`src/ovbe_pkg.sv`:
```
// Shared constants and carrier types for the output validity bi-phase encoder.
package ovbe_pkg;

  // ----------------------------------------------------------------------
  // Stream geometry
  // ----------------------------------------------------------------------

  // Number of reconstructed bit streams carried on one data connector.
  localparam int OVBE_STREAMS = 32;

  // Base aggregate rate of one channel quantum, in Mbit/s.
  localparam int OVBE_QUANTUM_MBPS = 1024;

  // Bit-stream clock in MHz that one full quantum implies at the base rate.
  localparam int OVBE_BASE_CLOCK_MHZ = OVBE_QUANTUM_MBPS / OVBE_STREAMS;

  // Bit-stream clock rates at which doubled line rate is considered risky.
  localparam int OVBE_RISKY_CLOCK_LO_MHZ = 64;
  localparam int OVBE_RISKY_CLOCK_HI_MHZ = 128;

  // ----------------------------------------------------------------------
  // Synchroniser depth
  // ----------------------------------------------------------------------

  // Two flip-flops per pin, plus one history stage for edge detection.
  localparam int OVBE_SYNC_STAGES = 3;

  // ----------------------------------------------------------------------
  // Carrier types
  // ----------------------------------------------------------------------

  // One bit cell for all streams, as handed in by the reconstruction path.
  typedef struct packed {
    logic [OVBE_STREAMS-1:0] data;  // Data value of each stream.
    logic [OVBE_STREAMS-1:0] valid; // Local validity of each stream bit.
    logic replaced;                 // Cell holds timing or sync filler.
  } ovbe_cell_t;

  // Static configuration straps driven by the surrounding logic.
  typedef struct packed {
    logic per_bit_mode;   // Bi-phase validity coding enabled.
    logic use_acq_valid;  // Acquisition valid gates the global valid.
  } ovbe_cfg_t;

  // Phase within the current bit cell.
  typedef enum logic [1:0] {
    OVBE_PH_IDLE,
    OVBE_PH_FIRST,
    OVBE_PH_SECOND
  } ovbe_phase_t;

endpackage

```
`src/ovbe_encoder.sv`:
```
// Bi-phase validity encoder that drives the reconstructed bit streams and clock.
`timescale 1ns/1ns

// Summary of operation
// - Global valid shows all streams carry valid data.
// - Replaced timing cells drop global valid exactly.
// - Acquisition valid may gate the global valid.
// - Per-bit mode: data first half, validity second.
// - Invalid bit toggles at mid-cell; valid holds.
// - Coding off: level held for whole cell.
// - Per-bit validity is generated locally, never forwarded.
// - Parallel validity outputs mirror streams with clock.
// - Flag bi-phase use at 64 or 128 MHz.
// - One connector forms a 1.024 Gbps quantum.
// - Second-tick bit always sent with fixed timing.
module ovbe_encoder #(
  parameter int BIT_CLOCK_MHZ = ovbe_pkg::OVBE_BASE_CLOCK_MHZ
) (
  // System clock and reset.
  input wire logic clk_sys,
  input wire logic rst,
  // Pins from outside the clock domain.
  input wire logic link_clock_pin,
  input wire logic acquisition_data_valid,
  input wire logic one_second_tick,
  // Cell hand-in from the reconstruction path.
  input wire ovbe_pkg::ovbe_cell_t cell_in,
  input wire logic cell_in_valid,
  output logic cell_in_ready,
  // Configuration.
  input wire ovbe_pkg::ovbe_cfg_t cfg,
  // Data connector outputs.
  output logic [ovbe_pkg::OVBE_STREAMS-1:0] reconstructed_bit_stream,
  output logic reconstructed_clock,
  output logic global_output_valid,
  output logic second_tick_bit,
  // Parallel validity connector outputs.
  output logic [ovbe_pkg::OVBE_STREAMS-1:0] validity_stream,
  output logic validity_clock,
  // Status.
  output logic biphase_rate_warning
);
  import ovbe_pkg::*;

  // ----------------------------------------------------------------------
  // Input synchronisers
  // ----------------------------------------------------------------------

  // Shift chains for the link clock, acquisition valid and second tick.
  logic [OVBE_SYNC_STAGES-1:0] clk_chain;
  logic [OVBE_SYNC_STAGES-1:0] acq_chain;
  logic [OVBE_SYNC_STAGES-1:0] tick_chain;
  logic [OVBE_SYNC_STAGES-1:0] next_clk_chain;
  logic [OVBE_SYNC_STAGES-1:0] next_acq_chain;
  logic [OVBE_SYNC_STAGES-1:0] next_tick_chain;

  // Shift each pin in at the bottom; stage 0 is read only by stage 1.
  always_comb begin
    next_clk_chain = {clk_chain[OVBE_SYNC_STAGES-2:0], link_clock_pin};
    next_acq_chain = {acq_chain[OVBE_SYNC_STAGES-2:0], acquisition_data_valid};
    next_tick_chain = {tick_chain[OVBE_SYNC_STAGES-2:0], one_second_tick};
  end

  // Register the chains.
  always_ff @(posedge clk_sys or posedge rst) begin
    if (rst) begin
      clk_chain <= '0;
      acq_chain <= '0;
      tick_chain <= '0;
    end else begin
      clk_chain <= next_clk_chain;
      acq_chain <= next_acq_chain;
      tick_chain <= next_tick_chain;
    end
  end

  // Synchronised levels and edges, all taken from stage 1 onward.
  logic rise_edge;
  logic fall_edge;
  logic acq_sync;
  logic tick_edge;

  // Edge detection compares the second stage against the history stage.
  always_comb begin
    rise_edge = clk_chain[1] & ~clk_chain[2];
    fall_edge = ~clk_chain[1] & clk_chain[2];
    acq_sync = acq_chain[1];
    tick_edge = tick_chain[1] & ~tick_chain[2];
  end

  // ----------------------------------------------------------------------
  // Second tick capture
  // ----------------------------------------------------------------------

  // Pending tick waits for the next cell start.
  logic tick_pending;
  logic next_tick_pending;

  // A new tick wins over the clear done at a cell start.
  always_comb begin
    next_tick_pending = tick_pending;
    if (rise_edge) begin
      next_tick_pending = 1'b0;
    end
    if (tick_edge) begin
      next_tick_pending = 1'b1;
    end
  end

  // Register the pending tick.
  always_ff @(posedge clk_sys or posedge rst) begin
    if (rst) begin
      tick_pending <= 1'b0;
    end else begin
      tick_pending <= next_tick_pending;
    end
  end

  // ----------------------------------------------------------------------
  // Cell encoder
  // ----------------------------------------------------------------------

  // A cell is accepted only at the rising edge of the link clock.
  always_comb begin
    cell_in_ready = rise_edge;
  end

  // Current phase, latched validity mask and output registers.
  ovbe_phase_t phase;
  ovbe_phase_t next_phase;
  logic [OVBE_STREAMS-1:0] cell_valid;
  logic [OVBE_STREAMS-1:0] next_cell_valid;
  logic [OVBE_STREAMS-1:0] next_stream;
  logic next_rclk;
  logic next_gov;
  logic next_tick_bit;

  // Mid-cell toggle pattern: one for each invalid bit.
  logic [OVBE_STREAMS-1:0] toggle_mask;

  // Compute next outputs on each detected link clock edge.
  always_comb begin
    next_phase = phase;
    next_cell_valid = cell_valid;
    next_stream = reconstructed_bit_stream;
    next_rclk = reconstructed_clock;
    next_gov = global_output_valid;
    next_tick_bit = second_tick_bit;
    toggle_mask = ~cell_valid;
    unique case (phase)
      OVBE_PH_IDLE, OVBE_PH_FIRST, OVBE_PH_SECOND: begin
        if (rise_edge) begin
          // Start of a cell: data half goes out with the clock high.
          next_phase = OVBE_PH_FIRST;
          next_rclk = 1'b1;
          next_tick_bit = tick_pending;
          if (cell_in_valid) begin
            // Data value in the first half of the cell.
            next_stream = cell_in.data;
            // Local per-bit validity; replaced cells are wholly invalid.
            next_cell_valid = cell_in.valid & {OVBE_STREAMS{~cell_in.replaced}};
            // All streams valid, no filler, acquisition valid if used.
            next_gov = (&cell_in.valid) & ~cell_in.replaced
                       & (acq_sync | ~cfg.use_acq_valid);
          end else begin
            // Underrun: a defined, wholly invalid cell.
            next_stream = '0;
            next_cell_valid = '0;
            next_gov = 1'b0;
          end
        end else if (fall_edge && phase != OVBE_PH_IDLE) begin
          // Second half: clock low, validity half-cell.
          next_phase = OVBE_PH_SECOND;
          next_rclk = 1'b0;
          if (cfg.per_bit_mode) begin
            // Invalid bits change level, valid bits hold.
            next_stream = reconstructed_bit_stream ^ toggle_mask;
          end else begin
            // Coding off: level held through the cell.
            next_stream = reconstructed_bit_stream;
          end
        end
      end
    endcase
  end

  // Register the encoder state and outputs.
  always_ff @(posedge clk_sys or posedge rst) begin
    if (rst) begin
      phase <= OVBE_PH_IDLE;
      cell_valid <= '0;
      reconstructed_bit_stream <= '0;
      reconstructed_clock <= 1'b0;
      global_output_valid <= 1'b0;
      second_tick_bit <= 1'b0;
    end else begin
      phase <= next_phase;
      cell_valid <= next_cell_valid;
      reconstructed_bit_stream <= next_stream;
      reconstructed_clock <= next_rclk;
      global_output_valid <= next_gov;
      second_tick_bit <= next_tick_bit;
    end
  end

  // ----------------------------------------------------------------------
  // Parallel validity connector
  // ----------------------------------------------------------------------

  // The validity connector mirrors the data pin-out with its own clock copy.
  always_comb begin
    validity_stream = cell_valid;
    validity_clock = reconstructed_clock;
  end

  // ----------------------------------------------------------------------
  // Rate checks
  // ----------------------------------------------------------------------

  // Aggregate rate of this connector, in Mbit/s.
  localparam int QuantumMbps = OVBE_STREAMS * BIT_CLOCK_MHZ;

  // Bit clock counts as risky for bi-phase at or above the lower rate.
  localparam logic RiskyClock = (BIT_CLOCK_MHZ >= OVBE_RISKY_CLOCK_LO_MHZ);

  // Warn while bi-phase coding runs at a risky bit clock rate.
  always_comb begin
    biphase_rate_warning = cfg.per_bit_mode & RiskyClock;
  end

  // ----------------------------------------------------------------------
  // Filler tracking for checks
  // ----------------------------------------------------------------------

  // High while the cell on the pins was taken as replaced filler.
  logic filler_cell;
  logic next_filler_cell;

  // Each link rise decides afresh whether the new cell is filler.
  always_comb begin
    next_filler_cell = filler_cell;
    if (rise_edge) begin
      next_filler_cell = cell_in_valid & cell_in.replaced;
    end
  end

  // Register the filler marker in step with the output registers.
  always_ff @(posedge clk_sys or posedge rst) begin
    if (rst) begin
      filler_cell <= 1'b0;
    end else begin
      filler_cell <= next_filler_cell;
    end
  end

  // ----------------------------------------------------------------------
  // Assertions
  // ----------------------------------------------------------------------

  // All valid, no filler and acquisition valid raise the global valid.
  a_gov_all_valid: assert property (@(posedge clk_sys) disable iff (rst)
    rise_edge && cell_in_valid && (&cell_in.valid) && !cell_in.replaced
      && (acq_sync || !cfg.use_acq_valid) |=> global_output_valid)
    else $error("Global valid low for a fully valid cell.");

  // A replaced cell keeps global valid low until the next cell starts.
  a_gov_replaced: assert property (@(posedge clk_sys) disable iff (rst)
    filler_cell |-> !global_output_valid)
    else $error("Global valid high during a replaced cell.");

  // Missing acquisition valid drops the global valid when used.
  a_gov_acq_gate: assert property (@(posedge clk_sys) disable iff (rst)
    rise_edge && cfg.use_acq_valid && !acq_sync |=> !global_output_valid)
    else $error("Global valid ignores acquisition valid.");

  // First half of a cell carries the data value.
  a_first_half_data: assert property (@(posedge clk_sys) disable iff (rst)
    rise_edge && cell_in_valid |=> reconstructed_bit_stream == $past(cell_in.data))
    else $error("First half does not carry the cell data.");

  // Mid-cell toggle flips exactly the invalid bits.
  a_mid_toggle: assert property (@(posedge clk_sys) disable iff (rst)
    fall_edge && phase == OVBE_PH_FIRST && cfg.per_bit_mode
      |=> reconstructed_bit_stream == ($past(reconstructed_bit_stream) ^ ~validity_stream))
    else $error("Mid-cell transition does not match validity.");

  // With coding off the level holds across the falling edge.
  a_level_hold: assert property (@(posedge clk_sys) disable iff (rst)
    fall_edge && !cfg.per_bit_mode |=> $stable(reconstructed_bit_stream))
    else $error("Stream changed mid-cell with coding off.");

  // Per-bit validity follows the local mask, not acquisition valid.
  a_local_validity: assert property (@(posedge clk_sys) disable iff (rst)
    rise_edge && cell_in_valid
      |=> validity_stream == $past(cell_in.valid & {OVBE_STREAMS{~cell_in.replaced}}))
    else $error("Validity outputs do not mirror local validity.");

  // Output clock follows the link edges one cycle later.
  a_clock_follow: assert property (@(posedge clk_sys) disable iff (rst)
    (rise_edge |=> reconstructed_clock && validity_clock)
      and (fall_edge && phase != OVBE_PH_IDLE |=> !reconstructed_clock))
    else $error("Reconstructed clock not aligned to link edges.");

  // A pending tick marks the next cell and is then cleared.
  a_tick_cell: assert property (@(posedge clk_sys) disable iff (rst)
    rise_edge && tick_pending && !tick_edge |=> second_tick_bit && !tick_pending)
    else $error("Second tick bit not sent in the next cell.");

  // The rate warning follows mode and clock rate.
  a_rate_warn: assert property (@(posedge clk_sys) disable iff (rst)
    biphase_rate_warning == (cfg.per_bit_mode && BIT_CLOCK_MHZ >= OVBE_RISKY_CLOCK_LO_MHZ))
    else $error("Bi-phase rate warning does not follow mode and clock.");

  // The configured stream count and clock make up a full quantum unless the clock is below the base rate.
  a_quantum_rate: assert property (@(posedge clk_sys) disable iff (rst)
    QuantumMbps >= OVBE_QUANTUM_MBPS || BIT_CLOCK_MHZ < OVBE_BASE_CLOCK_MHZ)
    else $error("Connector does not form a full channel quantum.");

endmodule

```
`config.mk`:
```
export PLATFORM = sky130hd
export DESIGN_NAME = ovbe_encoder
export DESIGN_NICKNAME = d
export VERILOG_FILES = /design/src/ovbe_pkg.sv /design/src/ovbe_encoder.sv
export SDC_FILE = /design/constraint.sdc
export NUM_CORES = 1
export LEC_CHECK = 0
export BUFFER_PORTS_ARGS = -buffer_cell sky130_fd_sc_hd__buf_2
export CORE_AREA = 2 2 95 79
export DETAILED_ROUTE_END_ITERATION = 12
export DIE_AREA = 0 0 97 81
export HOLD_SLACK_MARGIN = 0.02
export PLACE_DENSITY = 0.89
export SLEW_MARGIN = 30
export SYNTH_ARGS = -nofsm -noshare
export SYNTH_HDL_FRONTEND = slang
export SYNTH_SLANG_ARGS = --single-unit
```
`constraint.sdc`:
```
create_clock -name clk_sys -period 3.24 [get_ports clk_sys]
set_input_delay 0 -clock clk_sys [delete_from_list [all_inputs] [get_ports clk_sys]]
set_output_delay 0 -clock clk_sys [all_outputs]
set_load 0.01 [all_outputs]
```
==> impl_metrics.tcl, run 1 <==
set metrics [dict create \
    status "finished, final reports clean" \
    cts-root-buf "clkbuf_8" \
    ys_ff_latch 77 \
    stdcell_area_um2 5110 \
    core_um2 7040 \
    die-area_um2 7860 \
    leakage_nw 2.52 \
    drt_first_pass_iters 5 \
    first_iter_violations 335 \
    worst_slew_pin_slew_ns 0.709 \
    cts_made_buffers 9 \
    ant_nets 0 \
    fmax_mhz 408 \
    finalSetupViolations 0 \
    n_fill_cell 512 \
    placed_area_um2 4230 \
    route.vias.total 3731 \
    track_usage 0.290 \
    hp-class "input pin to flop" \
    wl_met2_um 5550 \
    finalSetupTns_ns 0 \
    met1_length_um 4500 \
    clk_latency_ns 0.34 \
    synth_area_leaders "dfrtp_1, a21oi_1, nand2_1" \
    layout.cells.non_filler 690 \
    grt_max_degree 59 \
    avgRoutedWirePerCell_um 16.0 \
    dr_wl_met3_um 799 \
    synthMostInstantiatedCell "dfrtp_1" \
    ys_seq_area_frac 0.552 \
    required_ns 3.50 \
    syn_nets 471 \
    async_reset_ff_frac 1.00 \
    crit_path_start_kind "flop" \
    nets 668 \
    area_growth_pct 46.3 \
    drv_slew 0 \
    syn_area_um2 3490 \
    synth_edf_count 0 \
    dp_slack_ns 0.824 \
    synth_flop_cell "dfrtp_1" \
    portBuffers 141 \
    gp_congestion 0.847 \
    synth.avg_cell_area_um2 8.77 \
    cts_setup_buffers 0 \
    drt_wl_total_um 11000 \
    ir_worst_vdd_v 0.000418 \
    yosys_warnings 0 \
    pin_count 143 \
    synth_top_area_cell "dfrtp_1" \
    timing.final.crit_period_ns 2.45 \
    antenna_found_initial 0 \
    finalCritPeriodShare 0.756 \
    cts.path.max_buffers 2 \
    yosysTopAreaCellShare 0.552 \
    dp.cells 604 \
    topRoutingLayerUsed "met4" \
    synthCells 398 \
    routed_via_density 5.41 \
    drive_gt1_frac 0.283 \
    worstPathMaxFanout 33 \
    initial_core_util 0.496 \
    power_density_nw_per_um2 659 \
    critPathArrivalTime_ns 2.71 \
    overflow 0 \
    grt_first_pass_wirelength_um 17900 \
    insertedDiodeCount 0 \
    rsz0062_at_grt "no" \
    relSlewSlack 0.527 \
    total_power_mw 3.37 \
    synth_cell_types 27 \
    synth_common_cells "dfrtp_1, nand2_1, a21oi_1, inv_1, o21ai_0" \
    hpwl_um 6810 \
    fin_ws_ns 0.789 \
    grt_pass1_vias 3650 \
    cts_resized 0 \
    critical_path_class "flop to flop" \
    critPathCaptureType "flop" \
    clkTransAtPathRegs_ns 0.08 \
    hold_violations 0 \
    tritoncts "yes" \
    drc 0 \
    skew_ns 0.00996 \
    rows 28 \
    dieHeight_um 81 \
    h-tree-depth 3 \
    final_util 0.725 \
    clock-sinks 77 \
    hold_ws_ns 0.169 \
    dieWidth_um 97 \
    maxCapViolCount 0 \
]
-- per-layer routing --
metal / GRT usage / vias up
li1: - / 1757
met1: 0.354 / 1763
met2: 0.513 / 191
met3: 0.0723 / 20
met5: 0 / -
met4: 0.0958 / 0
-- placed cells by master (no fill, tap or decap), drive strengths merged --
cell and n:
clkinvlp 1, or4 1, nand4 7, nor2b 1
o22ai 32, nor4 1, and2 1, mux2 1
conb 1, o21ai 34, nor3 32, nand2 69
a21oi 67, o211a 1, nand3 1, inv 36
clkbuf 12, nor2 2, dlygate4sd3 70, clkinv 3
dfrtp 77, o211ai 1, buf 147, nand2b 1
o31ai 1
-- sequential cells by signal (all words and copies together), names as in the netlist --
signal	cells
reconstructed_bit_stream	32
validity_stream	32
clk_chain	3
tick_chain	3
acq_chain	2
phase	2
global_output_valid	1
second_tick_bit	1
tick_pending	1
-- area by class of cell --
cell class,count,area [um2],share of cell area
multi-input cells,254,1270,0.249
inverters,36,140,0.0274
clock inverters,4,22.5,0.00441
clock buffers,12,155,0.0304
well taps,90,113,0.0220
repair buffers,217,1480,0.289
flip-flops and latches,77,1930,0.377
-- report_power, final --
group	switching, mW	internal [mW]
Clock	0.336	0.316
Combinational	0.661	0.563
Sequential	0.256	1.23
-- cells by family (layout without fill, tap and decap cells) --
kind of cell           count (synthesis)  in the layout  synth area share
AOI/OAI and AO/OA                    136            136             0.212
and+or+nand+nor                      116            116             0.146
DFF                                   77             77             0.552
buffers and inverters                 67            269            0.0857
other                                  1              1           0.00107
muxes                                  1              1           0.00323
-- critical path, cell delays in order, from the launching register on --
cell,delay (ns)
dfrtp_1,0.38
nand2b_1,0.41
buf_4,0.39
o211a_2,0.67
buf_12,0.26
a21oi_1,0.07
o22ai_1,0.18
-- final timing paths --
| kind | startpoint | to | slack, ns | depth (start not counted) |
|---|---|---|---|---|
| max in group asynchronous | rst | validity_stream[9] | 2.16 | 4 |
| max | clk_chain[2] | reconstructed_bit_stream[2] | 0.79 | 6 |
| min in group asynchronous | rst | validity_stream[1] | 0.33 | 3 |
| min | cell_in[0] | global_output_valid | 0.17 | 5 |
| min reg2reg | tick_chain[0] | tick_chain[1] | 0.36 | 0 |
| max reg2reg | clk_chain[2] | reconstructed_bit_stream[2] | 0.79 | 6 |
-- timing repair --
item / CTS / global route
hold buffers: 70 / 0
hold endpoints to repair: 125 / 0
setup endpoints to repair: 0 / 0
Note: power is estimated with default switching activity, not from simulation.
==> inputs of run 2 (changes only) <==
--- a/config.mk
+++ b/config.mk
@@ -6,11 +6,11 @@
 export NUM_CORES = 1
 export LEC_CHECK = 0
 export BUFFER_PORTS_ARGS = -buffer_cell sky130_fd_sc_hd__buf_2
-export CORE_AREA = 2 2 95 79
+export CORE_AREA = 2 2 99 82
 export DETAILED_ROUTE_END_ITERATION = 12
-export DIE_AREA = 0 0 97 81
+export DIE_AREA = 0 0 101 84
 export HOLD_SLACK_MARGIN = 0.02
-export PLACE_DENSITY = 0.89
+export PLACE_DENSITY = 0.83
 export SLEW_MARGIN = 30
 export SYNTH_ARGS = -nofsm -noshare
 export SYNTH_HDL_FRONTEND = slang
==> constraint.sdc (replaced) <==
create_clock -name clk_sys -period 2.44 [get_ports clk_sys]
set_input_delay 0 -clock clk_sys [delete_from_list [all_inputs] [get_ports clk_sys]]
set_output_delay 0 -clock clk_sys [all_outputs]
set_load 0.01 [all_outputs]
==> run 2 against run 1 <==
Hold slack worse by 0.024 ns. Sequential power up 32%. Routed wire length down 2.1%. Design area up 1.6%. Register-to-register slack worse by 0.31 ns. Die area up 8.0%. Combinational power up 34%. Sequential share of layout area down 0.59 points. Total power up 41%. Largest cell class unchanged.
==> impl_metrics.tcl, run 2 (same netlist as run 1, synthesis figures left out) <==
set metrics [dict create \
    clock-sinks 77 \
    path_buf_inv 2 \
    hold_violations 0 \
    rr_startpoint "clk_chain[2]" \
    portBuffers 141 \
    hp-class "input pin to flop" \
    grt_first_pass_wirelength_um 17500 \
    fmax_mhz 510 \
    core_um2 7620 \
    pin_count 143 \
    maxCapViolCount 0 \
    finalSetupViolations 0 \
    crit_path_start_kind "flop" \
    worstPathMaxFanout 26 \
    met1_length_um 4500 \
    drive_gt1_frac 0.285 \
    relSlewSlack 0.541 \
    dieHeight_um 84 \
    ant_nets 0 \
    worstRegToRegCells 6 \
    crit_slowest_cell "dfrtp_1" \
    grt_max_degree 49 \
    tritoncts "yes" \
    dieWidth_um 101 \
    fin_ws_ns 0.479 \
    route.vias.total 3691 \
    nets 671 \
    clkTransAtPathRegs_ns 0.08 \
    wl_met2_um 5320 \
    drc 0 \
    rrSetupSlack_ns 0.48 \
    initial_core_util 0.458 \
    area_growth_pct 48.6 \
    gp_congestion 0.824 \
    ir_worst_vdd_v 0.000517 \
    layout.cells.non_filler 694 \
    critPathCaptureType "flop" \
    grt_pass1_vias 3756 \
    final_cell_mix "buf_2, dfrtp_1, dlygate4sd3_1, nand2_1, a21oi_1" \
    finalSetupTns_ns 0 \
    overflow 0 \
    max_stage_delay_ns 0.41 \
    crit_family "buffers and inverters" \
    drv_slew 0 \
    hold_path_depth 5 \
    critical_path_class "flop to flop" \
    antenna_found_initial 0 \
    first_iter_violations 143 \
    hold_ws_ns 0.145 \
    power_density_nw_per_um2 913 \
    hold_buffers 70 \
    cts_setup_buffers 0 \
    dp_slack_ns 0.545 \
    r2r_end "reconstructed_bit_stream[14]" \
    cts_resized 0 \
    dp.cells 610 \
    cts-root-buf "clkbuf_8" \
    final_util 0.681 \
    cts.path.max_buffers 2 \
    worst_slew_pin_slew_ns 0.687 \
    topRoutingLayerUsed "met4" \
    routed_via_density 5.32 \
    rsz0062_at_grt "no" \
    finalCritPeriodShare 0.804 \
    drt_first_pass_iters 4 \
    die-area_um2 8480 \
    status "finished, final reports clean" \
    timing.final.crit_period_ns 1.96 \
    leakage_nw 2.55 \
    cts_made_buffers 9 \
    required_ns 2.70 \
    insertedDiodeCount 0 \
    h-tree-depth 3 \
    dr_wl_met3_um 883 \
    clk_latency_ns 0.34 \
    skew_ns 0.00702 \
    final_common_cell "buf_2" \
    rows 29 \
    track_usage 0.262 \
    critPathArrivalTime_ns 2.22 \
    min_from "cell_in[0]" \
    whs_endpoint "global_output_valid" \
    hpwl_um 6840 \
    avgRoutedWirePerCell_um 15.6 \
    crit_chain "nand2b_1, inv_4, and2_1, buf_4, a21oi_1, o22ai_1" \
    drt_wl_total_um 10800 \
]
[run 2: changes by cell type in the layout (fill, tap and decap cells not counted)]
cell and delta:
clkbuf_8 -1, and2_2 -1, bufinv_16 +3, buf_4 +3
clkbuf_1 -1, and2_1 +1, inv_4 -1, clkinv_2 -2
[run 2: metrics by stage]
| stage | cell area (um2) | total power [mW] |
|---|---|---|
| floorplan | 3490 | 2.87 |
| global placement | 4250 | 3.40 |
| detailed placement | 4250 | 3.49 |
| CTS | 5190 | 4.72 |
| global route | 5190 | 5.03 |
| finish | 5190 | 4.74 |
[run 2: power breakdown]
part	total (mW)	switching [mW]	internal (mW)
Clock	1.14	0.445	0.696
Combinational	1.63	0.883	0.748
Sequential	1.97	0.326	1.64
[run 2: worst register-to-register path, stage by stage (launching register included)]
cell	delay, ns
dfrtp_1	0.41
nand2b_1	0.22
inv_4	0.23
and2_1	0.32
buf_4	0.38
a21oi_1	0.15
o22ai_1	0.17
[run 2: cell type report]
type | instances | area [um2]
timing repair buffer | 220 | 1500
sequential | 77 | 1930
tap | 93 | 116
fill | 596 | 2430
clock inverter | 4 | 97.6
multi-input combinational | 254 | 1270
clock buffer | 10 | 138
inverter | 36 | 139
[run 2: how the worst max path moves through the flow]
stage / start / end / slack [ns] / depth (start not counted)
6_report: clk_chain[2] / reconstructed_bit_stream[14] / 0.48 / 6
5_1_grt: clk_chain[2] / reconstructed_bit_stream[22] / 0.39 / 6
4_1_cts: clk_chain[2] / reconstructed_bit_stream[14] / 0.53 / 6
3_5_place_dp: clk_chain[2] / reconstructed_bit_stream[14] / 0.55 / 6
3_3_place_gp: clk_chain[1] / reconstructed_bit_stream[5] / 0.70 / 6
2_1_floorplan: rst / acq_chain[0] / 0.47 / 1
[run 2: routing by layer]
| metal | vias to the layer above | global-route usage |
|---|---|---|
| met5 | - | 0 |
| met1 | 1717 | 0.316 |
| met4 | 0 | 0.0811 |
| li1 | 1764 | - |
| met2 | 197 | 0.459 |
| met3 | 13 | 0.0637 |
